==> src/core/frsp_pkg.sv <==
/*
  Package for the flash row self-program sequencer: register offsets, control
  field positions, reset values, key bytes, latch geometry, timing and the
  state enumerations.
  Assumes a 25 MHz system clock and an 8-bit register port.
*/
package frsp_pkg;

  // ----------------------------------------------------------------------
  // register port geometry and offsets
  // ----------------------------------------------------------------------
  localparam int ADDR_W = 3;
  localparam int DATA_W = 8;
  localparam logic [ADDR_W-1:0] OFF_ADDR_LOW = 3'h0;
  localparam logic [ADDR_W-1:0] OFF_ADDR_HIGH = 3'h1;
  localparam logic [ADDR_W-1:0] OFF_DATA_LOW = 3'h2;
  localparam logic [ADDR_W-1:0] OFF_DATA_HIGH = 3'h3;
  localparam logic [ADDR_W-1:0] OFF_CONTROL = 3'h4;
  localparam logic [ADDR_W-1:0] OFF_UNLOCK_KEY = 3'h5;

  // ----------------------------------------------------------------------
  // self_program_control field positions and reset values
  // ----------------------------------------------------------------------
  localparam int BIT_READ_GO = 0;
  localparam int BIT_PROGRAM_GO = 1;
  localparam int BIT_SELF_PROGRAM_ENABLE = 2;
  localparam int BIT_ABORTED_PROGRAM_FLAG = 3;
  localparam int BIT_ROW_ERASE_SELECT = 4;
  localparam int BIT_LATCH_ONLY_SELECT = 5;
  localparam int BIT_CONFIG_SPACE_SELECT = 6;
  localparam logic [DATA_W-1:0] CONTROL_RESET = 8'h00;
  localparam logic [DATA_W-1:0] ADDR_RESET = 8'h00;
  localparam logic [DATA_W-1:0] DATA_RESET = 8'h00;

  // ----------------------------------------------------------------------
  // key bytes and latch geometry
  // ----------------------------------------------------------------------
  localparam logic [DATA_W-1:0] KEY_FIRST = 8'h55;
  localparam logic [DATA_W-1:0] KEY_SECOND = 8'haa;
  localparam int LATCH_COUNT = 32;
  localparam int IDX_W = 5;
  localparam int ROW_W = 10;
  localparam int WORD_W = 14;
  localparam int HIGH_W = 7;
  localparam int DATA_HIGH_W = 6;
  localparam logic [WORD_W-1:0] BLANK_WORD = 14'h3fff;
  localparam logic [IDX_W-1:0] LAST_IDX = 5'h1f;

  // ----------------------------------------------------------------------
  // timing
  // ----------------------------------------------------------------------
  localparam int SYS_CLK_KHZ = 25000;
  localparam int FORCED_NOPS = 2;
  localparam logic [1:0] NOP_LAST = 2'h1;
  localparam int OP_TIME_US = 2000;
  localparam int OP_CYCLES = (OP_TIME_US * SYS_CLK_KHZ) / 1000;
  localparam int WAIT_W = 17;

  // ----------------------------------------------------------------------
  // state types
  // ----------------------------------------------------------------------
  typedef enum logic [1:0] {KEY_IDLE, KEY_GOT_FIRST, KEY_ARMED} frsp_key_t;
  typedef enum logic [2:0] {
    SEQ_IDLE, SEQ_NOP, SEQ_ERASE, SEQ_STREAM, SEQ_WAIT, SEQ_BLANK
  } frsp_seq_t;

endpackage

==> src/core/frsp_row_sequencer.sv <==
/*
  Flash row self-program sequencer: register port, unlock key checker,
  32 write latches, row erase and row program sequencing, processor stall.
  Assumes all inputs synchronous to sys_clk, a flash array outside that takes
  one erase strobe or one word write per cycle, and a processor that obeys
  the forced-nop and stall outputs.
*/
// Functional notes
// - programming never erases the row first
// - erase unit is exactly one row
// - one program writes at most 32 words
// - row from upper ten bits, latch from low five
// - program touches only the selected row
// - latches go blank after every program
// - latches go blank after every erase
// - unloaded latches program the blank value
// - latch-only mode just loads the addressed latch
// - normal mode loads addressed latch, programs row
// - load and program need the unlock sequence
// - erase needs erase select, enable, config clear
// - two forced nops then stall during erase
// - go bits set by software, cleared by hardware
// - reset during write sets aborted flag
// - unlock key port reads as zero
// - erase or program stalls processor about 2 ms
`timescale 1ns/1ps
module frsp_row_sequencer
  import frsp_pkg::*;
#(
  parameter int OP_WAIT_CYCLES = OP_CYCLES
) (
  input wire logic sys_clk,
  input wire logic reset,
  input wire logic por_reset,
  input wire logic ce,
  input wire logic [ADDR_W-1:0] reg_addr,
  input wire logic [DATA_W-1:0] reg_wdata,
  input wire logic reg_wr,
  input wire logic reg_rd,
  output logic [DATA_W-1:0] reg_rdata,
  output logic cpu_force_nop,
  output logic cpu_stall,
  output logic flash_erase,
  output logic [ROW_W-1:0] flash_row,
  output logic flash_word_we,
  output logic [ROW_W+IDX_W-1:0] flash_word_addr,
  output logic [WORD_W-1:0] flash_word_data,
  output logic busy
);

  // ----------------------------------------------------------------------
  // decode helpers
  // ----------------------------------------------------------------------
  function automatic logic hit(input logic [ADDR_W-1:0] a, input logic [ADDR_W-1:0] off);
    hit = (a == off);
  endfunction

  // ----------------------------------------------------------------------
  // state
  // ----------------------------------------------------------------------
  logic [DATA_W-1:0] addr_low_reg;
  logic [HIGH_W-1:0] addr_high_reg;
  logic [DATA_W-1:0] data_low_reg;
  logic [DATA_HIGH_W-1:0] data_high_reg;
  logic read_go_reg;
  logic program_go_reg;
  logic enable_reg;
  logic aborted_reg;
  logic erase_sel_reg;
  logic latch_only_reg;
  logic cfg_sel_reg;
  logic write_marker_reg;
  logic released_reg;
  frsp_key_t key_reg;
  frsp_key_t key_next;
  frsp_seq_t seq_reg;
  frsp_seq_t seq_next;
  logic op_erase_reg;
  logic op_latch_only_reg;
  logic [1:0] nop_cnt_reg;
  logic [IDX_W-1:0] stream_idx_reg;
  logic [WAIT_W-1:0] wait_cnt_reg;
  logic [WORD_W-1:0] latch_mem [LATCH_COUNT];
  logic [DATA_W-1:0] rdata_reg;
  logic nop_out_reg;
  logic stall_out_reg;
  logic erase_out_reg;
  logic [ROW_W-1:0] row_out_reg;
  logic word_we_reg;
  logic [ROW_W+IDX_W-1:0] word_addr_reg;
  logic [WORD_W-1:0] word_data_reg;
  logic busy_reg;

  logic access;
  logic ctrl_wr;
  logic go_wr;
  logic trigger;
  logic load_latch;
  logic blank_latches;
  logic wait_done;
  logic [ROW_W-1:0] sel_row;
  logic [IDX_W-1:0] sel_idx;
  logic [WORD_W-1:0] sel_word;

  assign access = reg_wr | reg_rd;
  assign ctrl_wr = reg_wr & hit(reg_addr, OFF_CONTROL);
  assign go_wr = ctrl_wr & reg_wdata[BIT_PROGRAM_GO];
  // the go write counts only straight after both keys and with the sequencer idle
  assign trigger = (key_reg == KEY_ARMED) & go_wr & (seq_reg == SEQ_IDLE)
                 & enable_reg & ~cfg_sel_reg;
  assign sel_row = {addr_high_reg, addr_low_reg[7:5]};
  assign sel_idx = addr_low_reg[IDX_W-1:0];
  assign sel_word = {data_high_reg, data_low_reg};
  // an erase never loads a latch; every other accepted trigger loads one
  assign load_latch = trigger & ~erase_sel_reg;
  assign blank_latches = (seq_reg == SEQ_BLANK);
  assign wait_done = (wait_cnt_reg == WAIT_W'(OP_WAIT_CYCLES - 1));

  // ----------------------------------------------------------------------
  // address and data holding registers
  // ----------------------------------------------------------------------
  always_ff @(posedge sys_clk or posedge reset) begin
    if (reset) begin
      addr_low_reg <= ADDR_RESET;
      addr_high_reg <= ADDR_RESET[HIGH_W-1:0];
      data_low_reg <= DATA_RESET;
      data_high_reg <= DATA_RESET[DATA_HIGH_W-1:0];
    end else if (ce && reg_wr) begin
      if (hit(reg_addr, OFF_ADDR_LOW)) begin
        addr_low_reg <= reg_wdata;
      end
      if (hit(reg_addr, OFF_ADDR_HIGH)) begin
        addr_high_reg <= reg_wdata[HIGH_W-1:0];
      end
      if (hit(reg_addr, OFF_DATA_LOW)) begin
        data_low_reg <= reg_wdata;
      end
      if (hit(reg_addr, OFF_DATA_HIGH)) begin
        data_high_reg <= reg_wdata[DATA_HIGH_W-1:0];
      end
    end
  end

  // ----------------------------------------------------------------------
  // control bits that software owns
  // ----------------------------------------------------------------------
  always_ff @(posedge sys_clk or posedge reset) begin
    if (reset) begin
      enable_reg <= CONTROL_RESET[BIT_SELF_PROGRAM_ENABLE];
      erase_sel_reg <= CONTROL_RESET[BIT_ROW_ERASE_SELECT];
      latch_only_reg <= CONTROL_RESET[BIT_LATCH_ONLY_SELECT];
      cfg_sel_reg <= CONTROL_RESET[BIT_CONFIG_SPACE_SELECT];
    end else if (ce && ctrl_wr) begin
      enable_reg <= reg_wdata[BIT_SELF_PROGRAM_ENABLE];
      erase_sel_reg <= reg_wdata[BIT_ROW_ERASE_SELECT];
      latch_only_reg <= reg_wdata[BIT_LATCH_ONLY_SELECT];
      cfg_sel_reg <= reg_wdata[BIT_CONFIG_SPACE_SELECT];
    end
  end

  // ----------------------------------------------------------------------
  // go bits: software may only set them, hardware clears them
  // ----------------------------------------------------------------------
  always_ff @(posedge sys_clk or posedge reset) begin
    if (reset) begin
      read_go_reg <= CONTROL_RESET[BIT_READ_GO];
      program_go_reg <= CONTROL_RESET[BIT_PROGRAM_GO];
    end else if (ce) begin
      // reads are not modelled here, so the read finishes in one cycle
      read_go_reg <= ctrl_wr & reg_wdata[BIT_READ_GO];
      if (trigger) begin
        program_go_reg <= 1'b1;
      end else if (seq_next == SEQ_IDLE && seq_reg != SEQ_IDLE) begin
        program_go_reg <= 1'b0;
      end
    end
  end

  // ----------------------------------------------------------------------
  // aborted-write detection, kept across the ordinary reset
  // ----------------------------------------------------------------------
  // the marker lives on the power-on reset only, so a warm reset in the
  // middle of a write leaves it standing for the check made while released_reg is low
  always_ff @(posedge sys_clk or posedge por_reset) begin
    if (por_reset) begin
      write_marker_reg <= 1'b0;
      aborted_reg <= CONTROL_RESET[BIT_ABORTED_PROGRAM_FLAG];
    end else if (ce) begin
      if (!released_reg) begin
        write_marker_reg <= 1'b0;
      end else if (seq_next == SEQ_ERASE || seq_next == SEQ_STREAM) begin
        write_marker_reg <= 1'b1;
      end else if (blank_latches) begin
        write_marker_reg <= 1'b0;
      end
      if (!released_reg && write_marker_reg) begin
        aborted_reg <= 1'b1;
      end else if (ctrl_wr && !reg_wdata[BIT_ABORTED_PROGRAM_FLAG]) begin
        aborted_reg <= 1'b0;
      end
    end
  end

  // first enabled cycle after the ordinary reset is released
  always_ff @(posedge sys_clk or posedge reset) begin
    if (reset) begin
      released_reg <= 1'b0;
    end else if (ce) begin
      released_reg <= 1'b1;
    end
  end

  // ----------------------------------------------------------------------
  // unlock key checker
  // ----------------------------------------------------------------------
  // any bus access out of order drops back to idle, so an interrupt that
  // touches a register between the keys cancels the whole sequence
  always_comb begin
    key_next = key_reg;
    case (key_reg)
      KEY_IDLE: begin
        if (reg_wr && hit(reg_addr, OFF_UNLOCK_KEY) && reg_wdata == KEY_FIRST) begin
          key_next = KEY_GOT_FIRST;
        end
      end
      KEY_GOT_FIRST: begin
        if (reg_wr && hit(reg_addr, OFF_UNLOCK_KEY) && reg_wdata == KEY_SECOND) begin
          key_next = KEY_ARMED;
        end else if (access) begin
          key_next = KEY_IDLE;
        end
      end
      KEY_ARMED: begin
        if (access) begin
          key_next = KEY_IDLE;
        end
      end
      default: begin
        key_next = KEY_IDLE;
      end
    endcase
    if (seq_reg != SEQ_IDLE) begin
      key_next = KEY_IDLE;
    end
  end

  always_ff @(posedge sys_clk or posedge reset) begin
    if (reset) begin
      key_reg <= KEY_IDLE;
    end else if (ce) begin
      key_reg <= key_next;
    end
  end

  // ----------------------------------------------------------------------
  // operation sequencer
  // ----------------------------------------------------------------------
  always_comb begin
    seq_next = seq_reg;
    case (seq_reg)
      SEQ_IDLE: begin
        if (trigger) begin
          seq_next = SEQ_NOP;
        end
      end
      SEQ_NOP: begin
        if (nop_cnt_reg == NOP_LAST) begin
          if (op_erase_reg) begin
            seq_next = SEQ_ERASE;
          end else if (op_latch_only_reg) begin
            seq_next = SEQ_IDLE;
          end else begin
            seq_next = SEQ_STREAM;
          end
        end
      end
      SEQ_ERASE: begin
        seq_next = SEQ_WAIT;
      end
      SEQ_STREAM: begin
        if (stream_idx_reg == LAST_IDX) begin
          seq_next = SEQ_WAIT;
        end
      end
      SEQ_WAIT: begin
        if (wait_done) begin
          seq_next = SEQ_BLANK;
        end
      end
      SEQ_BLANK: begin
        seq_next = SEQ_IDLE;
      end
      default: begin
        seq_next = SEQ_IDLE;
      end
    endcase
  end

  always_ff @(posedge sys_clk or posedge reset) begin
    if (reset) begin
      seq_reg <= SEQ_IDLE;
      op_erase_reg <= 1'b0;
      op_latch_only_reg <= 1'b0;
      nop_cnt_reg <= 2'h0;
      stream_idx_reg <= '0;
      wait_cnt_reg <= '0;
      row_out_reg <= '0;
    end else if (ce) begin
      seq_reg <= seq_next;
      if (trigger) begin
        op_erase_reg <= erase_sel_reg;
        op_latch_only_reg <= latch_only_reg;
        row_out_reg <= sel_row;
        nop_cnt_reg <= 2'h0;
      end else if (seq_reg == SEQ_NOP) begin
        nop_cnt_reg <= nop_cnt_reg + 2'h1;
      end
      stream_idx_reg <= (seq_reg == SEQ_STREAM) ? stream_idx_reg + 5'h01 : '0;
      wait_cnt_reg <= (seq_reg == SEQ_WAIT) ? wait_cnt_reg + 17'h00001 : '0;
    end
  end

  // ----------------------------------------------------------------------
  // write latches
  // ----------------------------------------------------------------------
  // each latch resets blank and goes blank again after any erase or program,
  // so a row write after a partial load leaves the rest erased-looking
  for (genvar i = 0; i < LATCH_COUNT; i++) begin : g_latch
    always_ff @(posedge sys_clk or posedge reset) begin
      if (reset) begin
        latch_mem[i] <= BLANK_WORD;
      end else if (ce) begin
        if (blank_latches) begin
          latch_mem[i] <= BLANK_WORD;
        end else if (load_latch && sel_idx == IDX_W'(i)) begin
          latch_mem[i] <= sel_word;
        end
      end
    end
  end

  // ----------------------------------------------------------------------
  // flash-side outputs
  // ----------------------------------------------------------------------
  // words leave one per cycle; the row part of the address is the captured
  // row, so no word can land outside it
  always_ff @(posedge sys_clk or posedge reset) begin
    if (reset) begin
      erase_out_reg <= 1'b0;
      word_we_reg <= 1'b0;
      word_addr_reg <= '0;
      word_data_reg <= BLANK_WORD;
    end else if (ce) begin
      erase_out_reg <= (seq_next == SEQ_ERASE);
      word_we_reg <= (seq_reg == SEQ_STREAM);
      word_addr_reg <= {row_out_reg, stream_idx_reg};
      word_data_reg <= latch_mem[stream_idx_reg];
    end
  end

  // ----------------------------------------------------------------------
  // processor control outputs
  // ----------------------------------------------------------------------
  always_ff @(posedge sys_clk or posedge reset) begin
    if (reset) begin
      nop_out_reg <= 1'b0;
      stall_out_reg <= 1'b0;
      busy_reg <= 1'b0;
    end else if (ce) begin
      nop_out_reg <= (seq_next == SEQ_NOP);
      stall_out_reg <= (seq_next == SEQ_ERASE) || (seq_next == SEQ_STREAM)
                    || (seq_next == SEQ_WAIT) || (seq_next == SEQ_BLANK);
      busy_reg <= (seq_next != SEQ_IDLE);
    end
  end

  // ----------------------------------------------------------------------
  // register read port
  // ----------------------------------------------------------------------
  always_ff @(posedge sys_clk or posedge reset) begin
    if (reset) begin
      rdata_reg <= '0;
    end else if (ce) begin
      rdata_reg <= '0;
      if (reg_rd) begin
        case (reg_addr)
          OFF_ADDR_LOW: rdata_reg <= addr_low_reg;
          OFF_ADDR_HIGH: rdata_reg <= {1'b0, addr_high_reg};
          OFF_DATA_LOW: rdata_reg <= data_low_reg;
          OFF_DATA_HIGH: rdata_reg <= {2'b00, data_high_reg};
          OFF_CONTROL: rdata_reg <= {1'b0, cfg_sel_reg, latch_only_reg, erase_sel_reg,
                                     aborted_reg, enable_reg, program_go_reg, read_go_reg};
          OFF_UNLOCK_KEY: rdata_reg <= '0;
          default: rdata_reg <= '0;
        endcase
      end
    end
  end

  assign reg_rdata = rdata_reg;
  assign cpu_force_nop = nop_out_reg;
  assign cpu_stall = stall_out_reg;
  assign flash_erase = erase_out_reg;
  assign flash_row = row_out_reg;
  assign flash_word_we = word_we_reg;
  assign flash_word_addr = word_addr_reg;
  assign flash_word_data = word_data_reg;
  assign busy = busy_reg;

endmodule

==> config.mk <==
export PLATFORM = sky130hd
export DESIGN_NAME = frsp_row_sequencer
export DESIGN_NICKNAME = d
export VERILOG_FILES = /design/src/core/frsp_pkg.sv /design/src/core/frsp_row_sequencer.sv
export SDC_FILE = /design/constraint.sdc
export NUM_CORES = 1
export LEC_CHECK = 0
export BUFFER_PORTS_ARGS = -buffer_cell sky130_fd_sc_hd__buf_2
export CORE_MARGIN = 2
export CORE_UTILIZATION = 65
export CTS_BUF_LIST = sky130_fd_sc_hd__clkbuf_8
export DETAILED_ROUTE_END_ITERATION = 10
export GPL_TIMING_DRIVEN = 0
export PLACE_DENSITY = 0.82
export SYNTH_ARGS = -nofsm -noshare
export SYNTH_HDL_FRONTEND = slang
export SYNTH_SLANG_ARGS = --single-unit
==> constraint.sdc <==
create_clock -name sys_clk -period 54.6 [get_ports sys_clk]
set_clock_uncertainty 0.15 [all_clocks]
set_input_delay 16.38 -clock sys_clk [delete_from_list [all_inputs] [get_ports sys_clk]]
set_output_delay 16.38 -clock sys_clk [all_outputs]
set_load 0.02 [all_outputs]
==> results.json, run 1 <==
{
  "clkLatencyLatePin_ns": 0.73,
  "syn_inst": 2012,
  "route.detailed.drc": 0,
  "detail_route.wl_per_cell_um": 31.96,
  "ys_seq_area_frac": 0.5549,
  "r2r_start": "stream_idx_reg[2]",
  "cts_buffers": 92,
  "crit_required_ns": 55.03,
  "synthArstFlopShare": 1.000,
  "startpoint": "reg_addr[1]",
  "initial_core_util": 0.6569,
  "run_status": "finished, violations left",
  "min-delay-start": "reg_rdata[3]",
  "vdd_drop_max_uv": 27.65,
  "htree_levels": 3,
  "tns_ns": 0,
  "syn_area_per_cell_sq_um": 13.27,
  "drt_iter0_markers": 2533,
  "antenna_found_initial": 4,
  "worstMarginPinSlew_ns": 1.560,
  "wl_mm": 89.13,
  "overflow": 0,
  "ys.flop_type": "dfstp_2",
  "worst_ep_arrival_time_ns": 19.32,
  "criticalPathCategory": "input pin to flip-flop",
  "syn_area_sq_um": 26700,
  "die-area_sq_um": 42720,
  "drive_gt1_frac": 0.4284,
  "startpoint_type": "input pin",
  "cp_max_fo": 10,
  "synthToLayoutAreaGrowth_pct": 11.50,
  "ctsHoldBuffers": 0,
  "drtAntennaViolNets": 0,
  "synth-seq-cells": 569,
  "synth_warnings": 0,
  "portBuffers": 67,
  "rows": 74,
  "globalplace.congestion": 0.9875,
  "cts_tree": "built",
  "die_x_um": 206.7,
  "largest_reg_flops": 448,
  "clkTransAtPathRegs_ns": 0.07,
  "die_y_um": 206.7,
  "grt_pass1_wl_mm": 130.5,
  "fin_crit_ns": 18.89,
  "drv_slew": 8,
  "ios": 69,
  "worstSetupEndpointType": "flip-flop",
  "grt_usage": 0.4246,
  "cts_sinks": 569,
  "vias_per_cell": 7.377,
  "leakage_uw": 0.01096,
  "cts_setup_buffers": 0,
  "nets": 2200,
  "setup_violations": 0,
  "first_global_vias": 20547,
  "cts_root_buf": "clkbuf_8",
  "drv_cap": 1,
  "grt_max_degree": 121,
  "core_sq_um": 40650,
  "min_period_over_period": 0.3459,
  "synth_nets": 2034,
  "hpwl_mm": 61.56,
  "rsz0062_at_grt": "no",
  "violations": "max-capacitance violations, max-slew violations",
  "powerDensity_nw_per_um2": 34.37,
  "synth_edf_count": 0,
  "dr.pass1.iters": 6,
  "clock_path_buffers": 3,
  "netlist-cell-type-count": 71,
  "cts.repair.resized": 0,
  "nFillCells": 2673,
  "finalHoldViolations": 0,
  "whs_ns": 0.3359,
  "min-delay-path-class": "flip-flop to flip-flop",
  "clock.fmax_mhz": 52.95,
  "dr_total_vias": 20574,
  "relSlewSlack": -0.04244
}
-- synth_stat cells, types with 7 or more instances --
cell / number / share of area
inv_1: 21 / 0.0030
and2_1: 8 / 0.0019
buf_4: 9 / 0.0025
mux2_2: 96 / 0.040
a22oi_1: 55 / 0.015
mux2i_1: 89 / 0.033
o2bb2ai_1: 13 / 0.0043
dfstp_2: 462 / 0.45
nor2b_1: 9 / 0.0021
o21ai_0: 33 / 0.0062
buf_1: 17 / 0.0024
nor4_1: 11 / 0.0026
or4_1: 8 / 0.0022
and3_1: 11 / 0.0026
a22o_1: 13 / 0.0043
clkbuf_1: 69 / 0.0097
nand2b_1: 56 / 0.013
nand3_1: 41 / 0.0077
o31ai_4: 7 / 0.0056
dfrtp_1: 107 / 0.10
o22a_1: 259 / 0.085
nor2_1: 61 / 0.0086
a21oi_1: 25 / 0.0047
buf_6: 9 / 0.0038
buf_2: 67 / 0.013
a2bb2oi_1: 148 / 0.049
nand4_1: 10 / 0.0023
o21ai_1: 9 / 0.0017
nand4b_1: 8 / 0.0026
mux4_2: 76 / 0.064
nand2_1: 91 / 0.013
-- per-stage QoR --
| stage | setup slack, ns | total power (uW) | instance area, sq um | util | std cells |
|---|---|---|---|---|---|
| final | 35.71 | 1023 | 29770 | 0.7325 | 2789 |
| after detailed placement | 35.15 | 641.0 | 27850 | 0.6851 | 2616 |
| after CTS | 35.88 | 1016 | 29750 | 0.7319 | 2782 |
| after global routing | 35.71 | 1051 | 29760 | 0.7321 | 2783 |
| after floorplan | 22.98 | 582.8 | 26700 | - | 2012 |
| after global placement | 17.94 | 632.5 | 27700 | 0.6816 | 2611 |
-- path summary, 6_finish.rpt --
kind,end,cells after the start,slack (ns)
min in group asynchronous,write_marker_reg,2,15.37
worst max-delay path,latch_mem[44],8,35.71
worst min register to register,reg_rdata[3],1,0.34
max in group asynchronous,wait_cnt_reg[13],6,36.48
worst max register to register,flash_word_data[5],6,50.71
worst min-delay path,reg_rdata[3],1,0.34
-- area by class of cell --
class                   count  area [sq um]  share of cell area
diodes                      7         17.52           0.0005883
plain buffers             171         827.0             0.02778
clock buffers             120          1652             0.05547
clock inverters            46         250.2            0.008405
inverters                  21         86.33            0.002900
multi-input cells        1251         10990              0.3690
flip-flops and latches    569         14820              0.4976
well taps                 532         665.6             0.02236
repair buffers             72         473.0             0.01589
-- cell usage in the layout, fill, tap and decap left out, types with 7 or more instances in the layout --
cell | netlist | final
nand3_1 | 41 | 41
o21ai_0 | 33 | 33
nand4_1 | 10 | 10
nor2_1 | 61 | 61
mux4_2 | 76 | 76
and3_1 | 11 | 11
nor2b_1 | 9 | 9
mux2_2 | 96 | 96
o2bb2ai_1 | 13 | 13
dfstp_2 | 462 | 462
o21ai_1 | 9 | 9
or4_1 | 8 | 8
clkbuf_1 | 69 | 69
mux2i_1 | 89 | 89
inv_1 | 21 | 49
nor4_1 | 11 | 10
a22o_1 | 13 | 13
buf_4 | 9 | 9
buf_2 | 67 | 134
a2bb2oi_1 | 148 | 148
diode_2 | 0 | 7
nand2_1 | 91 | 91
o31ai_4 | 7 | 7
buf_1 | 17 | 17
nand4b_1 | 8 | 8
clkinv_2 | 0 | 9
a22oi_1 | 55 | 55
o22a_1 | 259 | 259
and2_1 | 8 | 8
nand2b_1 | 56 | 56
clkbuf_8 | 0 | 120
dfrtp_1 | 107 | 107
buf_6 | 9 | 9
a21oi_1 | 25 | 25
-- routing by layer --
metal	GRT usage	part of all wire	up-vias	wire length, um
met4	0.2577	0.068	4	6054
met2	0.5991	0.43	1454	38290
met3	0.1688	0.13	405	11930
met5	0.01843	0.0012	-	105
li1	-	-	8156	-
met1	0.5516	0.37	10555	32750
-- cell families (layout without fill, tap and decap cells) --
family	count (synthesis)	in the layout	synth area share
AO/OA/AOI/OAI	612	612	0.1920
flip-flops	569	569	0.5549
AND/OR/NAND/NOR	363	363	0.07540
multiplexers	263	263	0.1388
buffers and inverters	192	430	0.03393
XOR/XNOR	8	8	0.002624
adder cells (fa/ha/maj)	5	5	0.002343
other	0	7	0
-- critical path: stages --
cell	delay, ns
buf_2	0.16
nor4bb_1	0.28
buf_4	0.21
nand3_4	0.11
buf_6	0.16
nor4_1	0.77
clkbuf_1	1.06
a2bb2oi_1	0.20
-- where the power goes --
| part | switching, uW | internal [uW] | total, uW |
|---|---|---|---|
| Clock | 178 | 202 | 380 |
| Combinational | 91.0 | 54.4 | 145 |
| Sequential | 32.6 | 466 | 498 |
| Total | 301 | 722 | 1020 |
Note: power is estimated with default switching activity, not from simulation.
==> run 2, diff against run 1 <==
==> constraint.sdc (replaced) <==
create_clock -name sys_clk -period 18.2 [get_ports sys_clk]
set_clock_uncertainty 0.15 [all_clocks]
set_input_delay 5.46 -clock sys_clk [delete_from_list [all_inputs] [get_ports sys_clk]]
set_output_delay 5.46 -clock sys_clk [all_outputs]
set_load 0.02 [all_outputs]
==> results.json, run 2 (synthesis gave the netlist of run 1 again) <==
{
  "r2r-end": "flash_word_data[5]",
  "first_global_vias": 20538,
  "r2r_cells": 6,
  "die_x_um": 206.7,
  "leakage_uw": 0.01107,
  "detail_route.wl_per_cell_um": 31.69,
  "cts_setup_buffers": 0,
  "p_clk_frac": 0.379,
  "switching_share": 0.2934,
  "startpoint": "reg_addr[1]",
  "final_cell_mix": "dfstp_2 (462), o22a_1 (259), a2bb2oi_1 (148)",
  "worstMarginPinSlew_ns": 1.389,
  "core_sq_um": 40650,
  "initial_core_util": 0.6569,
  "ios": 69,
  "run_status": "completed",
  "drive_gt1_frac": 0.4305,
  "hpwl_mm": 62.56,
  "worstSetupEndpointType": "flip-flop",
  "dr.pass1.iters": 9,
  "cp_max_fo": 10,
  "postPlaceCellArea_sq_um": 28010,
  "rsz0062_at_grt": "no",
  "drv_slew": 0,
  "startpoint_type": "input pin",
  "vias_per_cell": 7.275,
  "min-delay-path-class": "flip-flop to flip-flop",
  "power_switching_uw": 913.8,
  "htree_levels": 3,
  "criticalPathCategory": "input pin to flip-flop",
  "relSlewSlack": 0.07376,
  "route.detailed.drc": 0,
  "nets": 2212,
  "cts_buffers": 93,
  "worst_ep_arrival_time_ns": 8.35,
  "min_period_over_period": 0.4352,
  "synthToLayoutAreaGrowth_pct": 12.30,
  "cts_root_buf": "clkbuf_8",
  "clkLatencyLatePin_ns": 0.71,
  "critPathCapture": "latch_mem[43]",
  "grt_usage": 0.4253,
  "r2r_slack_ns": 14.18,
  "drv_cap": 0,
  "stdcell_area_sq_um": 29990,
  "cts_sinks": 569,
  "fin_crit_ns": 7.920,
  "cts.repair.resized": 0,
  "die-area_sq_um": 42720,
  "wl_mm": 88.77,
  "vdd_drop_max_uv": 88.28,
  "grt_max_degree": 48,
  "rows": 74,
  "largest_reg_flops": 448,
  "intPower_uw": 2201,
  "setup_violations": 0,
  "cts_tree": "built",
  "powerDensity_nw_per_um2": 103.9,
  "tns_ns": 0,
  "die_y_um": 206.7,
  "r2r_start": "stream_idx_reg[2]",
  "clock.fmax_mhz": 126.3,
  "antenna_found_initial": 3,
  "globalplace.congestion": 0.9962,
  "drtAntennaViolNets": 0,
  "overflow": 0,
  "combPwrFrac": 0.141,
  "clkTransAtPathRegs_ns": 0.07,
  "p_seq_frac": 0.479,
  "clock_path_buffers": 3,
  "final_common_cell": "dfstp_2",
  "drt_iter0_markers": 2610,
  "portBuffers": 67,
  "crit_required_ns": 18.63,
  "finalHoldViolations": 0,
  "dr_total_vias": 20378,
  "grt_pass1_wl_mm": 130.9,
  "ctsHoldBuffers": 0
}
==> run 2: changes by cell type in the layout (fill, tap and decap cells not counted), sizes merged <==
cell,previous run,this run
buf,174,185
clkbuf,189,182
clkinvlp,2,7
diode,7,2
bufinv,1,5
inv,54,57
clkinv,10,11
==> run 2: layout make-up <==
class                   count  area, sq um
diodes                      2        5.005
inverters                  21        82.58
clock buffers             113         1555
clock inverters            59        414.1
fillers                  2684        10660
repair buffers             83        640.6
flip-flops and latches    569        14820
plain buffers             171        827.0
well taps                 532        665.6
multi-input cells        1251        10980
==> run 2: worst min path at each step <==
stage	startpoint	cells past startpoint	endpoint
final	reg_rdata[0]	1	reg_rdata[0]
after global routing	reg_rdata[0]	1	reg_rdata[0]
after CTS	reg_rdata[0]	1	reg_rdata[0]
after detailed placement	reg_rdata[0]	1	reg_rdata[0]
after global placement	flash_word_we	2	flash_word_we
after floorplan	read_go_reg	1	read_go_reg
==> run 2: power by group through the flow <==
stage / Sequential (uW) / Clock (uW) / Combinational (uW)
after floorplan: 1460 / 0 / 285
after global placement: 1500 / 0 / 404
after detailed placement: 1500 / 0 / 426
after CTS: 1480 / 1180 / 427
after global routing: 1500 / 1240 / 461
final: 1490 / 1180 / 440
==> run 2: through the flow <==
| stage | util | instances | power [uW] | hold WS, ns | worst slack, ns |
|---|---|---|---|---|---|
| floorplan | - | 2012 | 1750 | 0.2971 | 5.246 |
| global placement | 0.6816 | 2611 | 1899 | 0.3173 | 2.540 |
| detailed placement | 0.6890 | 2626 | 1928 | 0.3188 | 9.752 |
| CTS | 0.7375 | 2798 | 3090 | 0.3366 | 10.44 |
| global route | 0.7376 | 2799 | 3197 | 0.3501 | 10.24 |
| finish | 0.7377 | 2801 | 3115 | 0.3373 | 10.28 |
==> run 2: worst max-delay path, cell delays in order <==
cell       delay, ns
buf_2           0.16
nor4bb_1        0.28
buf_4           0.21
nand3_4         0.10
buf_6           0.16
nor4_1          0.76
clkbuf_1        1.01
a2bb2oi_1       0.21
==> run 2: routing by layer <==
metal / wire length [um] / track usage / vias up
met1: 33220 / 0.5633 / 10476
met2: 38030 / 0.6016 / 1350
li1: - / - / 8170
met5: 13 / 0 / -
met4: 5877 / 0.2439 / 2
met3: 11630 / 0.1626 / 380
